--- config.mk ---
export PLATFORM = sky130hd
export DESIGN_NAME = rpk_packer
export DESIGN_NICKNAME = d
export VERILOG_FILES = /design/src/hdl/rpk_fifo.v /design/src/hdl/rpk_site.v /design/src/hdl/rpk_packer.v
export VERILOG_INCLUDE_DIRS = /design/src /design/src/include
export SDC_FILE = /design/constraint.sdc
export NUM_CORES = 1
export LEC_CHECK = 0
export ABC_AREA = 1
export BUFFER_PORTS_ARGS = -buffer_cell sky130_fd_sc_hd__clkbuf_2
export CORE_UTILIZATION = 60
export CTS_CLUSTER_DIAMETER = 50
export CTS_CLUSTER_SIZE = 14
export DETAILED_ROUTE_END_ITERATION = 12
export PLACE_DENSITY = 0.77
export REMOVE_ABC_BUFFERS = 1
export SLEW_MARGIN = 40
export SYNTH_ARGS = -nofsm -noshare
export SYNTH_HDL_FRONTEND = slang
export SYNTH_HIERARCHICAL = 1
export SYNTH_SLANG_ARGS = --single-unit
export TNS_END_PERCENT = 1
--- constraint.sdc ---
create_clock -name clk -period 2.9 [get_ports clk]
set_input_delay 0 -clock clk [delete_from_list [all_inputs] [get_ports clk]]
set_output_delay 0 -clock clk [all_outputs]
set_load 0.005 [all_outputs]
--- src/include/rpk_map.vh ---
// Constants of the packed twelve-bit raw byte packer.
// Assumes no other header defines the same macro names.
`ifndef RPK_MAP_VH
`define RPK_MAP_VH

`define RPK_CODING_W        8
`define RPK_CODING_PACKED12 8'h87
`define RPK_PIX_W           12
`define RPK_PIX_MAX         12'hfff
`define RPK_HI_MSB          11
`define RPK_HI_LSB          4
`define RPK_LO_MSB          3
`define RPK_LO_LSB          0
`define RPK_BYTE_W          8
`define RPK_GROUP_BYTES     3
`define RPK_FIFO_DEPTH      32
`define RPK_FIFO_AW         5
`define RPK_COLOR_W         2
`define RPK_COLOR_RED       2'h0
`define RPK_COLOR_GREEN     2'h1
`define RPK_COLOR_BLUE      2'h2

`endif

--- src/hdl/rpk_fifo.v ---
// Synchronous FIFO with valid/ready handshakes on both sides.
// Assumes one clock; storage is flip-flops addressed by pointer.
`timescale 1ns/1ps
module rpk_fifo #(
    parameter WIDTH = 8,
    parameter DEPTH = 32,
    parameter AW    = 5
) (
    input  wire             clk,
    input  wire             rstn,
    input  wire [WIDTH-1:0] in_data,
    input  wire             in_valid,
    output wire             in_ready,
    output wire [WIDTH-1:0] out_data,
    output wire             out_valid,
    input  wire             out_ready
);
    reg [WIDTH-1:0] mem_q [0:DEPTH-1];
    reg [AW-1:0]    wr_q;
    reg [AW-1:0]    rd_q;
    reg [AW:0]      cnt_q;
    wire            push;
    wire            pop;

    assign in_ready  = (cnt_q != DEPTH[AW:0]);
    assign out_valid = (cnt_q != {(AW+1){1'b0}});
    assign out_data  = mem_q[rd_q];
    assign push      = in_valid & in_ready;
    assign pop       = out_valid & out_ready;

    always @(posedge clk) begin
        if (push) begin
            mem_q[wr_q] <= in_data;
        end
    end

    always @(posedge clk or negedge rstn) begin
        if (!rstn) begin
            wr_q  <= {AW{1'b0}};
            rd_q  <= {AW{1'b0}};
            cnt_q <= {(AW+1){1'b0}};
        end else begin
            if (push) begin
                wr_q <= (wr_q == DEPTH[AW-1:0] - 1'b1) ? {AW{1'b0}}
                                                       : wr_q + 1'b1;
            end
            if (pop) begin
                rd_q <= (rd_q == DEPTH[AW-1:0] - 1'b1) ? {AW{1'b0}}
                                                       : rd_q + 1'b1;
            end
            if (push && !pop) begin
                cnt_q <= cnt_q + 1'b1;
            end else if (pop && !push) begin
                cnt_q <= cnt_q - 1'b1;
            end
        end
    end
endmodule // rpk_fifo

--- src/hdl/rpk_site.v ---
// Bayer filter site colour for the blue/green, green/red alignment.
// Assumes line and pixel parity come from the packer's counters.
`timescale 1ns/1ps
`include "rpk_map.vh"
module rpk_site (
    input  wire                    line_odd,
    input  wire                    pix_odd,
    output reg [`RPK_COLOR_W-1:0]  color
);
    always @* begin
        case ({line_odd, pix_odd})
            2'b00:   color = `RPK_COLOR_BLUE;
            2'b01:   color = `RPK_COLOR_GREEN;
            2'b10:   color = `RPK_COLOR_GREEN;
            2'b11:   color = `RPK_COLOR_RED;
            default: color = `RPK_COLOR_GREEN;
        endcase
    end
endmodule // rpk_site

--- src/hdl/rpk_packer.v ---
// Packs raw twelve-bit Bayer samples, two pixels into three bytes.
// Assumes pixels arrive with valid/ready, a line end flag on the last
// pixel, and an even pixel count per line; bytes leave through a FIFO.
//
// Contract
// - Packing runs only while the selected colour coding equals 135; the code gates only pixel intake, and that one cycle after the coding changes.
// - Each pixel contributes exactly twelve bits of sample data.
// - Each pixel pair becomes three consecutive bytes without padding.
// - Samples pass through unchanged, never interpolated.
// - Each value is its own pixel's red, green or blue sample alone.
// - Even lines carry blue at even and green at odd positions.
// - Odd lines carry green at even and red at odd positions.
// - The first byte holds bits 11 to 4 of the even pixel.
// - The second byte holds bits 3 to 0 of both pixels.
// - The third byte holds bits 11 to 4 of the odd pixel.
// - Groups follow in pixel order and a line ends on its last high byte.
// - Samples are unsigned twelve-bit values from 0 to 0fff.
`timescale 1ns/1ps
`include "rpk_map.vh"
module rpk_packer (
    input  wire                       clk,
    input  wire                       rstn,
    input  wire [`RPK_CODING_W-1:0]   coding,
    input  wire [`RPK_PIX_W-1:0]      pix_data,
    input  wire                       pix_valid,
    input  wire                       pix_last,
    input  wire                       frame_start,
    output reg                        pix_ready,
    output reg  [`RPK_BYTE_W-1:0]     byte_data,
    output reg                        byte_valid,
    output reg                        byte_last,
    output reg  [`RPK_COLOR_W-1:0]    byte_color,
    input  wire                       byte_ready,
    output reg                        odd_line_err
);
    // Two collecting states, then one state per byte of the group
    localparam [2:0] ST_EVEN = 3'd0;
    localparam [2:0] ST_ODD  = 3'd1;
    localparam [2:0] ST_HI   = 3'd2;
    localparam [2:0] ST_MID  = 3'd3;
    localparam [2:0] ST_LAST = 3'd4;

    // Control
    reg  [2:0]                st_q;
    reg  [2:0]                st_d;
    reg                       ready_d;
    wire                      enabled;
    wire                      take;
    wire                      take_even;
    wire                      take_odd;
    wire                      pix_odd;

    // Pair held between collection and write-out
    reg  [`RPK_PIX_W-1:0]     even_q;
    reg  [`RPK_PIX_W-1:0]     odd_q;
    reg                       line_odd_q;
    reg                       last_q;
    reg  [`RPK_COLOR_W-1:0]   even_col_q;
    reg  [`RPK_COLOR_W-1:0]   odd_col_q;
    wire [`RPK_COLOR_W-1:0]   site_col;

    // FIFO write side
    reg  [`RPK_BYTE_W-1:0]    f_data;
    reg                       f_valid;
    reg                       f_last;
    reg  [`RPK_COLOR_W-1:0]   f_col;
    wire                      f_ready;

    // FIFO read side
    wire [`RPK_BYTE_W+2:0]    q_data;
    wire                      q_valid;
    wire                      q_ready;

    assign enabled   = (coding == `RPK_CODING_PACKED12);
    assign take      = pix_valid & pix_ready;
    assign pix_odd   = (st_q == ST_ODD);
    assign take_even = take & (st_q == ST_EVEN);
    assign take_odd  = take & pix_odd;
    assign q_ready   = byte_ready | ~byte_valid;

    // Filter colour of the pixel position being collected
    rpk_site u_site (
        .line_odd (line_odd_q),
        .pix_odd  (pix_odd),
        .color    (site_col)
    );

    // Collect a pair, then write its three bytes one per cycle while the FIFO has room
    always @* begin
        st_d = st_q;
        case (st_q)
            ST_EVEN: begin
                if (take) begin
                    st_d = ST_ODD;
                end
            end
            ST_ODD: begin
                if (take) begin
                    st_d = ST_HI;
                end
            end
            ST_HI: begin
                if (f_ready) begin
                    st_d = ST_MID;
                end
            end
            ST_MID: begin
                if (f_ready) begin
                    st_d = ST_LAST;
                end
            end
            ST_LAST: begin
                if (f_ready) begin
                    st_d = ST_EVEN;
                end
            end
            default: begin
                st_d = ST_EVEN;
            end
        endcase
    end

    // Ready only while collecting, so a taken pixel never waits on the FIFO
    always @* begin
        ready_d = 1'b0;
        if (enabled) begin
            if (st_d == ST_EVEN || st_d == ST_ODD) begin
                ready_d = 1'b1;
            end
        end
    end

    // Registered ready; a coding change shows one cycle later
    always @(posedge clk or negedge rstn) begin
        if (!rstn) begin
            pix_ready <= 1'b0;
        end else begin
            pix_ready <= ready_d;
        end
    end

    // State register
    always @(posedge clk or negedge rstn) begin
        if (!rstn) begin
            st_q <= ST_EVEN;
        end else begin
            st_q <= st_d;
        end
    end

    // FIFO write side: high even, shared low nibbles, high odd
    always @* begin
        f_valid = 1'b0;
        f_data  = {`RPK_BYTE_W{1'b0}};
        f_last  = 1'b0;
        f_col   = even_col_q;
        case (st_q)
            ST_HI: begin
                f_valid = 1'b1;
                f_data  = even_q[`RPK_HI_MSB:`RPK_HI_LSB];
            end
            ST_MID: begin
                f_valid = 1'b1;
                f_data  = {odd_q[`RPK_LO_MSB:`RPK_LO_LSB],
                           even_q[`RPK_LO_MSB:`RPK_LO_LSB]};
            end
            ST_LAST: begin
                f_valid = 1'b1;
                f_data  = odd_q[`RPK_HI_MSB:`RPK_HI_LSB];
                f_last  = last_q;
                f_col   = odd_col_q;
            end
            default: begin
                f_valid = 1'b0;
            end
        endcase
    end

    // Even sample of the pair, kept unaltered
    always @(posedge clk or negedge rstn) begin
        if (!rstn) begin
            even_q <= {`RPK_PIX_W{1'b0}};
        end else if (take_even) begin
            even_q <= pix_data;
        end
    end

    // Filter colour of the even sample
    always @(posedge clk or negedge rstn) begin
        if (!rstn) begin
            even_col_q <= `RPK_COLOR_BLUE;
        end else if (take_even) begin
            even_col_q <= site_col;
        end
    end

    // Odd sample of the pair, kept unaltered
    always @(posedge clk or negedge rstn) begin
        if (!rstn) begin
            odd_q <= {`RPK_PIX_W{1'b0}};
        end else if (take_odd) begin
            odd_q <= pix_data;
        end
    end

    // Filter colour of the odd sample
    always @(posedge clk or negedge rstn) begin
        if (!rstn) begin
            odd_col_q <= `RPK_COLOR_GREEN;
        end else if (take_odd) begin
            odd_col_q <= site_col;
        end
    end

    // Line end travels with the high byte of the odd sample
    always @(posedge clk or negedge rstn) begin
        if (!rstn) begin
            last_q <= 1'b0;
        end else if (take_odd) begin
            last_q <= pix_last;
        end
    end

    // A line end on an even position breaks the pair layout
    always @(posedge clk or negedge rstn) begin
        if (!rstn) begin
            odd_line_err <= 1'b0;
        end else if (take_even) begin
            odd_line_err <= pix_last;
        end
    end

    // Line parity picks the filter row; frame start in ST_EVEN forces even
    always @(posedge clk or negedge rstn) begin
        if (!rstn) begin
            line_odd_q <= 1'b0;
        end else if (frame_start && st_q == ST_EVEN) begin
            line_odd_q <= 1'b0;
        end else if (take_odd && pix_last) begin
            line_odd_q <= ~line_odd_q;
        end
    end

    // Byte queue towards the link, colour and line end alongside
    rpk_fifo #(
        .WIDTH (`RPK_BYTE_W + 3),
        .DEPTH (`RPK_FIFO_DEPTH),
        .AW    (`RPK_FIFO_AW)
    ) u_fifo (
        .clk       (clk),
        .rstn      (rstn),
        .in_data   ({f_last, f_col, f_data}),
        .in_valid  (f_valid),
        .in_ready  (f_ready),
        .out_data  (q_data),
        .out_valid (q_valid),
        .out_ready (q_ready)
    );

    // Output register: holds its byte until the sink takes it
    always @(posedge clk or negedge rstn) begin
        if (!rstn) begin
            byte_valid <= 1'b0;
        end else if (q_ready) begin
            byte_valid <= q_valid;
        end
    end

    // Byte value
    always @(posedge clk or negedge rstn) begin
        if (!rstn) begin
            byte_data <= {`RPK_BYTE_W{1'b0}};
        end else if (q_ready && q_valid) begin
            byte_data <= q_data[`RPK_BYTE_W-1:0];
        end
    end

    // Colour of the even sample for the first two bytes, of the odd sample for the third
    always @(posedge clk or negedge rstn) begin
        if (!rstn) begin
            byte_color <= `RPK_COLOR_BLUE;
        end else if (q_ready && q_valid) begin
            byte_color <= q_data[`RPK_BYTE_W+1:`RPK_BYTE_W];
        end
    end

    // Marks the final byte of a line
    always @(posedge clk or negedge rstn) begin
        if (!rstn) begin
            byte_last <= 1'b0;
        end else if (q_ready && q_valid) begin
            byte_last <= q_data[`RPK_BYTE_W+2];
        end
    end
endmodule // rpk_packer

==> flow_summary.json, run 1 <==
{
  "outcome": "finished, violations left",
  "violations": "negative hold slack",
  "track_usage": 0.268,
  "start_kind": "flop",
  "synth_warnings": 6,
  "utilization": 0.686,
  "syn_area_per_cell_um2": 10.8,
  "maxCapViolCount": 0,
  "cp_max_fo": 7,
  "fmax_mhz": 390,
  "fp.dieH_um": 173,
  "p_comb_frac": 0.291,
  "switching_share": 0.340,
  "dieWidth_um": 173,
  "core-area_um2": 28700,
  "fin_crit_sh": 0.885,
  "clk_latency_ps": 520,
  "drc": 0,
  "cts_tree": "built",
  "first_iter_violations": 1218,
  "port_buffers": 39,
  "fillers": 2041,
  "cts_buffers": 37,
  "cts_buffer_depth": 3,
  "ir_worst_vdd_mv": 0.804,
  "synth_top_area_cell": "edfxtp_1",
  "drt_first_pass_iters": 7,
  "clockPowerShare": 0.292,
  "wl_per_cell_um": 18.6,
  "p_seq_frac": 0.418,
  "cts_setup_buffers": 0,
  "slew_violations": 0,
  "p_sw_uw": 5630,
  "power.internal_uw": 10900,
  "cts.clk_slew.worst_paths_ps": 70,
  "finalSetupViolCount": 0,
  "skew_ps": 14.3,
  "ys_types": 33,
  "synthTopCellsByArea": "edfxtp_1 60%, nand2_1 13%, dfrtp_1 8.6%",
  "grt_pass1_vias": 11700,
  "worstPathRequired_ps": 3300,
  "seq_area_um2": 12200,
  "syn2layout_area_growth_pct": 12.2,
  "r2r-start": "st_q[0]",
  "arrival_ps": 2970,
  "layout_min_cycle_time_ps": 2570,
  "wirelength_mm": 39.3,
  "via_per_inst": 5.71,
  "ff2ff_setup_slack_ps": 330,
  "drive_above_1_share": 0.101,
  "fp.dieArea_um2": 29900,
  "finalHoldViolations": 1,
  "gp_congestion": 0.891,
  "rsz0062_at_grt": "no",
  "seq_area_frac_synth": 0.692,
  "ys_seq_elements": 415,
  "synth_top_area_frac": 0.602,
  "fin_area_um2": 19700,
  "grt_pass1_wl_mm": 62.2,
  "h-tree-depth": 2,
  "dpl-instance-area_um2": 18300,
  "path_class": "reg2reg",
  "antenna-diode-count": 0,
  "max_slew_margin": 0.510,
  "synth_cells": 1627,
  "ant_nets": 0,
  "antenna_found_initial": 0,
  "mappedNetlistArea_um2": 17500,
  "whs_ps": -0.270,
  "cts_root_buf": "clkbuf_16",
  "num_vias": 12100,
  "reg2regPathDepth": 13,
  "cts_sinks": 415,
  "leakagePower_uw": 0.00822,
  "power_density_nw_per_um2": 840,
  "dp.final_hpwl_mm": 23.2,
  "finalNetCount": 1747,
  "initial_core_util": 0.611,
  "min_path_type": "in2async",
  "worstReg2RegEnd": "u_fifo/cnt_q[3]",
  "grt-ovfl-total": 0,
  "num_rows": 62,
  "grt_max_degree": 98,
  "multiInputGateArea_um2": 4640,
  "tightest_slew_ps": 735,
  "io_pins": 40,
  "cp-end-kind": "flop"
}
timing repair:
action,in CTS,in global routing
setup endpoints to repair,0,1
hold buffers,19,0
gates resized for setup,0,1
hold endpoints to repair,92,0
metrics by stage:
step / hold slack [ps] / cells / setup slack, ps / setup TNS, ps / total power (µW)
global placement: 161 / 2032 / 387 / 0 / 11700
floorplan: -296 / 1543 / -2410 / -32450 / 9980
detailed placement: 3.32 / 2032 / 270 / 0 / 11700
finish: -0.270 / 2114 / 333 / 0 / 16500
global route: 17.0 / 2114 / 50.4 / 0 / 17300
CTS: 8.98 / 2114 / 279 / 0 / 16500
Yosys cell counts:
| cell | count |
|---|---|
| nand3_1 | 257 |
| xor2_1 | 3 |
| o21ai_1 | 15 |
| dfstp_2 | 3 |
| xnor2_1 | 2 |
| or2_2 | 1 |
| inv_1 | 62 |
| a21oi_1 | 26 |
| inv_4 | 1 |
| a21o_1 | 1 |
| edfxtp_1 | 352 |
| nor2_2 | 2 |
| dfrtp_1 | 60 |
| a31oi_1 | 1 |
| nand2_2 | 2 |
| inv_2 | 3 |
| nor2_1 | 59 |
| clkbuf_1 | 9 |
| buf_6 | 5 |
| nand4_1 | 4 |
| buf_4 | 25 |
| fa_1 | 1 |
| clkinv_1 | 5 |
| o21ai_2 | 4 |
| nor3_1 | 33 |
| buf_1 | 7 |
| buf_2 | 37 |
| nand3b_1 | 1 |
| ha_1 | 14 |
| clkbuf_2 | 1 |
| nand2_1 | 606 |
| o21ai_0 | 24 |
| nor2_4 | 1 |
layer usage:
metal | track usage | up-vias | routed length [µm]
li1 | - | 5676 | -
met1 | 0.374 | 5801 | 16600
met2 | 0.441 | 507 | 18800
met3 | 0.0314 | 94 | 2600
met4 | 0.0948 | 0 | 1300
met5 | 0 | - | 0
critical path, cell delays in order (launching register included):
cell and delay, ps:
dfrtp_1 460, nor2_2 170, nand2_1 160, nand2_1 110, nand2_2 60, inv_1 170, ha_2 260, inv_1 120
ha_1 340, nand2_1 60, nand3_1 110, or2_2 290, nand3_1 60, o21ai_0 70
logic make-up after synthesis:
logic type / after synthesis / share of synthesized area
compound gates: 71 / 0.0213
simple gates: 966 / 0.229
fa+ha+maj: 15 / 0.0111
buf+inv: 155 / 0.0435
flops: 415 / 0.692
xor+xnor: 5 / 0.00250
registers in the layout (all words and copies together), names as in the netlist:
name and count:
pix_ready 1, last_q 1, st_q 3, line_odd_q 1
u_fifo/mem_q 352, odd_line_err 1, u_fifo/cnt_q 6, byte_valid 1
byte_color 2, even_q 12, byte_last 1, odd_col_q 2
u_fifo/wr_q 5, byte_data 8, even_col_q 2, odd_q 12
u_fifo/rd_q 5
worst max-delay path by stage:
stage	slack, ps	startpoint	to	cells past startpoint
after CTS	280	st_q[0]	u_fifo/cnt_q[3]	13
final	330	st_q[0]	u_fifo/cnt_q[3]	13
after floorplan	-2410	u_fifo/rd_q[0]	byte_color[0]	11
after detailed placement	270	st_q[0]	u_fifo/cnt_q[3]	13
after global routing	50	st_q[0]	u_fifo/cnt_q[3]	13
after global placement	390	st_q[0]	u_fifo/cnt_q[3]	13
layout by cell type (no fill, tap or decap), types with 33 or more instances in the layout:
| master | instances |
|---|---|
| edfxtp_1 | 352 |
| nand3_1 | 257 |
| clkbuf_2 | 38 |
| clkbuf_16 | 39 |
| nand2_1 | 606 |
| nor3_1 | 33 |
| dfrtp_1 | 58 |
| inv_1 | 62 |
| buf_4 | 60 |
| nor2_1 | 57 |
layout make-up:
type / count / share of cell area
clock buffers: 57 / 0.0540
clock inverters: 6 / 0.00584
multi-input cells: 1057 / 0.236
inverters: 71 / 0.0137
flip-flops and latches: 415 / 0.617
well taps: 384 / 0.0244
repair buffers: 124 / 0.0493
power by group through the flow:
stage                     combinational [µW]  sequential (µW)  clock, µW
after floorplan                         2690             7290          0
after global placement                  4650             7000          0
after detailed placement                4720             7010          0
after CTS                               4770             6890       4860
after global routing                    5310             6930       5100
final                                   4810             6900       4820
No activity file was read; power rests on OpenSTA's default activity.
==> run 2, diff against run 1 <==
Settings changed: CORE_ASPECT_RATIO set to 1.4, SETUP_SLACK_MARGIN set to 0.15.
Clock period 2.9 ns to 2.7 ns, I/O delays scaled along.
==> run 2 against run 1 <==
The flow now finishes without violations. Flip-flop and latch count did not move. Clock power increased by 1%. Combinational power grew 13%. Count of clock-buffer cells in the layout is 2 lower. Global-route usage grew 1.7 points. Via count rose by 1.5%. Critical path depth stayed put. Wire length is 4.3% higher. Sequential power is 6.2% higher. First-iteration DRC count increased by 7.6%. Critical path type unchanged. Largest power group unchanged.
==> flow_summary.json, run 2 (same netlist as run 1, synthesis figures left out) <==
{
  "cp-end-kind": "flop",
  "cts_tree": "built",
  "io_pins": 40,
  "finalHoldViolations": 0,
  "reg_top3": "u_fifo/mem_q: 352 flops, even_q: 12 flops, odd_q: 12 flops",
  "ir_worst_vdd_mv": 0.785,
  "cts_buffers": 36,
  "worstPathRequired_ps": 3110,
  "grt_pass1_wl_mm": 64.6,
  "ant_nets": 0,
  "grt_max_degree": 103,
  "path_class": "reg2reg",
  "fin_setup_tns_ps": 0,
  "slew_violations": 0,
  "arrival_ps": 2780,
  "p_comb_frac": 0.308,
  "fin_area_um2": 19700,
  "cts_buffer_depth": 3,
  "fillers": 2022,
  "power.internal_uw": 11400,
  "cp_max_fo": 7,
  "leakagePower_uw": 0.00822,
  "fp.dieH_um": 204,
  "cts_sinks": 415,
  "initial_core_util": 0.614,
  "cts_root_buf": "clkbuf_16",
  "drc": 0,
  "finalNonFillerCells": 2113,
  "skew_ps": 19.6,
  "finalSetupViolCount": 0,
  "antenna_found_initial": 0,
  "drt_first_pass_iters": 6,
  "clockPowerShare": 0.276,
  "port_buffers": 39,
  "first_iter_violations": 1310,
  "antenna-diode-count": 0,
  "tightest_slew_ps": 735,
  "p_sw_uw": 6170,
  "layout_commonest_cell": "nand2_1",
  "fmax_mhz": 422,
  "fp.dieArea_um2": 29900,
  "min_path_type": "in2async",
  "p_seq_frac": 0.416,
  "layout_common_cells": "605 x nand2_1, 352 x edfxtp_1, 257 x nand3_1, 69 x buf_4, 60 x inv_1",
  "largest-register": "u_fifo/mem_q",
  "h-tree-depth": 2,
  "dpl-instance-area_um2": 18400,
  "fin_crit_sh": 0.877,
  "dp.final_hpwl_mm": 24.0,
  "power_uw": 17600,
  "start_kind": "flop",
  "maxCapViolCount": 0,
  "drive_above_1_share": 0.105,
  "reg2regPathDepth": 13,
  "grt_pass1_vias": 12100,
  "switching_share": 0.350,
  "wl_per_cell_um": 19.4,
  "max_slew_margin": 0.510,
  "wirelength_mm": 41.0,
  "dp.cells": 2031,
  "cts_setup_buffers": 0,
  "grt-ovfl-total": 0,
  "finalNetCount": 1756,
  "power_density_nw_per_um2": 896,
  "cts.clk_slew.worst_paths_ps": 60,
  "num_rows": 73,
  "layout_min_cycle_time_ps": 2370,
  "syn2layout_area_growth_pct": 12.0,
  "rsz0062_at_grt": "no",
  "core-area_um2": 28600,
  "dieWidth_um": 147,
  "gp_congestion": 0.836,
  "via_per_inst": 5.80,
  "clk_latency_ps": 540,
  "outcome": "finished clean",
  "whs_ps": 81.4,
  "num_vias": 12300,
  "largest_reg_flops": 352,
  "track_usage": 0.285
}
run 2: cell count changes in the layout (fill, tap and decap cells not counted):
cell | before | now
inv_1 | 62 | 60
bufinv_16 | 3 | 1
clkbuf_16 | 39 | 37
clkinv_1 | 5 | 6
buf_4 | 60 | 69
clkinv_2 | 0 | 1
dlygate4sd3_1 | 19 | 20
clkbuf_1 | 16 | 17
nand2_2 | 2 | 3
inv_6 | 2 | 3
inv_2 | 3 | 5
clkinvlp_4 | 1 | 0
clkbuf_8 | 2 | 1
nand2_1 | 606 | 605
run 2: repair_timing:
action | 4_1_cts | 5_1_grt
endpoints found under the setup margin | 0 | 3
endpoints found under the hold margin | 92 | 0
hold buffers | 21 | 0
resized for setup | 0 | 5
run 2: path summary, 6_finish.rpt:
check                           slack [ps]              end         start
worst max-delay path                   330  u_fifo/cnt_q[3]       st_q[0]
worst max register to register         330  u_fifo/cnt_q[3]       st_q[0]
worst min-delay path                    80    byte_color[1]          rstn
max in group asynchronous             2390   u_fifo/rd_q[0]          rstn
min in group clk                       110       byte_valid    byte_ready
worst min register to register         470     byte_data[2]  byte_data[2]
run 2: area by class of cell:
| cell class | count | area [µm²] | share of cell area |
|---|---|---|---|
| Inverter | 71 | 269 | 0.0137 |
| Multi-Input combinational cell | 1057 | 4650 | 0.236 |
| Clock inverter | 6 | 65.1 | 0.00331 |
| Clock buffer | 55 | 1000 | 0.0511 |
| Timing Repair Buffer | 134 | 1050 | 0.0533 |
| Tap cell | 375 | 469 | 0.0239 |
| Sequential cell | 415 | 12200 | 0.618 |
run 2: power by group through the flow:
stage | Sequential, µW | Combinational, µW | Clock (µW)
5_1_grt | 7360 | 5970 | 5160
4_1_cts | 7320 | 5360 | 4920
6_report | 7330 | 5420 | 4870
3_3_place_gp | 7450 | 5180 | 0
2_1_floorplan | 7820 | 2880 | 0
3_5_place_dp | 7460 | 5290 | 0
run 2: through the flow:
stage / setup WS [ps] / util
after floorplan: -2610 / -
after global placement: 257 / 0.642
after detailed placement: 196 / 0.642
after CTS: 178 / 0.687
after global routing: 155 / 0.688
final: 332 / 0.688
run 2: worst max-delay path, cell delays in order (launching register included):
cell	delay [ps]
dfrtp_1	450
nor2_2	200
nand2_1	120
nand2_1	90
nand2_2	60
inv_2	100
ha_2	230
inv_2	80
ha_1	330
nand2_1	70
nand3_1	120
or2_2	290
nand3_1	60
o21ai_0	80
run 2: per-layer routing:
metal / global-route usage / share of wire
met3: 0.0350 / 0.067
met2: 0.495 / 0.52
met4: 0.141 / 0.043
met5: 0 / 0
met1: 0.354 / 0.37
==> run 3, diff against run 2 <==
Settings changed: CTS_BUF_LIST set to sky130_fd_sc_hd__clkbuf_16, SYNTH_HIERARCHICAL 1 to not set.
==> run 3 against run 2 <==
Flip-flop and latch count did not move. Count of clock-buffer cells in the layout fell by 16. Synthesized cell count rose by 8.2%. Final area rose by 3.8%. Critical endpoint is now u_fifo.cnt_q[5]. Highest routed layer unchanged.
==> flow_summary.json, run 3 <==
{
  "wl_per_cell_um": 19.3,
  "antenna_found_initial": 0,
  "reg2regPathDepth": 16,
  "min_from": "pix_data[10]",
  "synth_cells": 1761,
  "synth_warnings": 0,
  "cp_max_fo": 15,
  "synthFlopType": "edfxtp_1",
  "synth_top_area_frac": 0.579,
  "initial_core_util": 0.610,
  "antenna-diode-count": 0,
  "grt_pass1_wl_mm": 67.2,
  "mappedNetlistArea_um2": 18300,
  "worst_path_largest_cell_delay_ps": 420,
  "cts_sinks": 415,
  "fmax_mhz": 424,
  "leakagePower_uw": 0.00868,
  "max_slew_margin": 0.519,
  "finalNonFillerCells": 2228,
  "async_flop_share": 0.152,
  "min_path_cells": 4,
  "utilization": 0.682,
  "reg_top3": "u_fifo.mem_q: 352 flops, even_q: 12 flops, odd_q: 12 flops",
  "wirelength_mm": 42.9,
  "slew_violations": 0,
  "layout_common_cells": "429 x nand2_1, 352 x edfxtp_1, 343 x nand3_1, 296 x inv_1, 56 x dfrtp_1",
  "cts_buffer_depth": 3,
  "finalNetCount": 1859,
  "fp.dieArea_um2": 31200,
  "layout_min_cycle_time_ps": 2360,
  "num_vias": 12600,
  "dp.final_hpwl_mm": 25.9,
  "arrival_ps": 2830,
  "layout_commonest_cell": "nand2_1",
  "path_cells": "nor2_2 > nand2_1 > o21ai_1 > nand2_2 > inv_6 > ha_2 > inv_4 > buf_4 > ha_1 > nand3_1 > nand2_1 > nand2_1 > a21oi_1 > xor2_1 > nand2_1 > nand2_1",
  "power_density_nw_per_um2": 903,
  "ir_worst_vdd_mv": 0.658,
  "synth.most_common_cell": "nand2_1",
  "num_rows": 75,
  "dieWidth_um": 149,
  "path_class": "reg2reg",
  "maxCapViolCount": 0,
  "via_per_inst": 5.66,
  "grt_pass1_vias": 12600,
  "largest_reg_flops": 352,
  "io_pins": 40,
  "grt_max_degree": 91,
  "r2r-start": "st_q[1]",
  "synthTopCellsByArea": "edfxtp_1 58%, nand3_1 9.4%, nand2_1 8.8%",
  "ys_types": 36,
  "cts_root_buf": "clkbuf_16",
  "crit_top_cell": "nand2_1",
  "min_to": "even_q[10]",
  "cts_tree": "built",
  "multiInputGateArea_um2": 4660,
  "gp_congestion": 0.881,
  "synth_top_area_cell": "edfxtp_1",
  "syn_area_per_cell_um2": 10.4,
  "largest-register": "u_fifo.mem_q",
  "first_iter_violations": 1330,
  "cp-end-kind": "flop",
  "slowest_stage": "dfrtp_1",
  "fin_crit_sh": 0.874,
  "track_usage": 0.288,
  "core-area_um2": 29900,
  "ys_seq_elements": 415,
  "drc": 0,
  "start_kind": "flop",
  "ff2ff_setup_slack_ps": 340,
  "worstPathRequired_ps": 3170,
  "finalHoldViolations": 0,
  "worstReg2RegEnd": "u_fifo.cnt_q[5]",
  "ant_nets": 0,
  "rsz0062_at_grt": "no",
  "seq_area_um2": 12200,
  "dp.cells": 2143,
  "cts.clk_slew.worst_paths_ps": 60,
  "seq_area_frac_synth": 0.665,
  "fillers": 2136,
  "min_path_type": "in2reg",
  "synth_edf_count": 352,
  "netlist_top_cells_count": "429 x nand2_1, 352 x edfxtp_1, 344 x nand3_1",
  "drive_above_1_share": 0.117,
  "finalSetupViolCount": 0,
  "syn2layout_area_growth_pct": 11.7,
  "outcome": "finished clean",
  "cts_buffers": 37,
  "h-tree-depth": 2,
  "grt-ovfl-total": 0,
  "clk_latency_ps": 540,
  "skew_ps": 17.7,
  "port_buffers": 39,
  "fp.dieH_um": 208,
  "drt_first_pass_iters": 6,
  "tightest_slew_ps": 718
}
## run 3: cell count changes after synthesis, sizes merged, moves of 3 or more
cell,previous run,this run
buf,74,65
clkinv,5,1
o22ai,0,3
inv,66,288
nand3,257,344
nand2,608,430
nor3,33,9
o21ai,43,40
clkbuf,10,20
mux2,0,3
or2,1,55
a21oi,26,8
o211ai,0,12
nor2,62,44
## run 3: how the worst max path moves through the flow
stage	from	end	slack [ps]	depth (start not counted)
after global routing	st_q[1]	u_fifo.cnt_q[5]	160	16
after global placement	u_fifo.cnt_q[0]	u_fifo.cnt_q[5]	140	16
after detailed placement	u_fifo.cnt_q[0]	u_fifo.cnt_q[5]	90	16
after floorplan	u_fifo.rd_q[0]	byte_data[0]	-2920	7
after CTS	u_fifo.cnt_q[0]	u_fifo.cnt_q[5]	170	16
final	st_q[1]	u_fifo.cnt_q[5]	340	16
## run 3: layout make-up
| class | count | share of cell area |
|---|---|---|
| clock buffers | 39 | 0.0478 |
| clock inverters | 24 | 0.00662 |
| inverters | 289 | 0.0536 |
| multi-input cells | 972 | 0.228 |
| flip-flops and latches | 415 | 0.596 |
| well taps | 385 | 0.0236 |
| repair buffers | 104 | 0.0446 |
## run 3: where the power goes
part / switching (µW) / internal, µW / total [µW]
Combinational: 4040 / 2060 / 6090
Clock: 2230 / 2700 / 4930
Sequential: 271 / 7140 / 7410
## run 3: through the flow
stage | setup slack (ps) | TNS, ps | cell area (µm²) | total power (µW) | hold WS, ps
after detailed placement | 94.2 | 0 | 19000 | 13500 | 131
after floorplan | -2920 | -41850 | 17800 | 11300 | -296
after CTS | 169 | 0 | 20300 | 18400 | 105
final | 341 | 0 | 20400 | 18400 | 267
after global placement | 135 | 0 | 19000 | 13300 | 114
after global routing | 157 | 0 | 20400 | 19400 | 304
## run 3: layer usage
| metal | vias to the layer above | share of wire | GRT usage |
|---|---|---|---|
| met1 | 5935 | 0.36 | 0.351 |
| met4 | 0 | 0.062 | 0.170 |
| met2 | 625 | 0.50 | 0.485 |
| met3 | 160 | 0.075 | 0.0428 |
| met5 | - | 0 | 0 |
| li1 | 5886 | - | - |
## run 3: critical path: cells and delay by family, from the launching register on
| kind | cells | cell delay (ps) |
|---|---|---|
| AOI/OAI and AO/OA | 2 | 260 |
| xor gates and xnor gates | 1 | 150 |
| adders and majority gates | 2 | 490 |
| buffers and inverters | 3 | 300 |
| DFF | 1 | 420 |
| and+or+nand+nor | 8 | 680 |
## run 3: repair_timing
action	4_1_cts	5_1_grt
gates resized for setup	1	11
setup buffers	0	2
hold endpoints to repair	60	15
hold buffers	19	1
setup endpoints to repair	1	3
## run 3: cells by family (layout without fill, tap and decap cells)
group                    Yosys count  after routing  synth area share
AO/OA/AOI/OAI                     64             64            0.0196
XOR/XNOR                           5              5           0.00240
adder cells (fa/ha/maj)           14             14            0.0100
buffers and inverters            374            456            0.0847
flip-flops                       415            415             0.665
multiplexers                       3              3           0.00185
AND/OR/NAND/NOR                  886            886             0.216
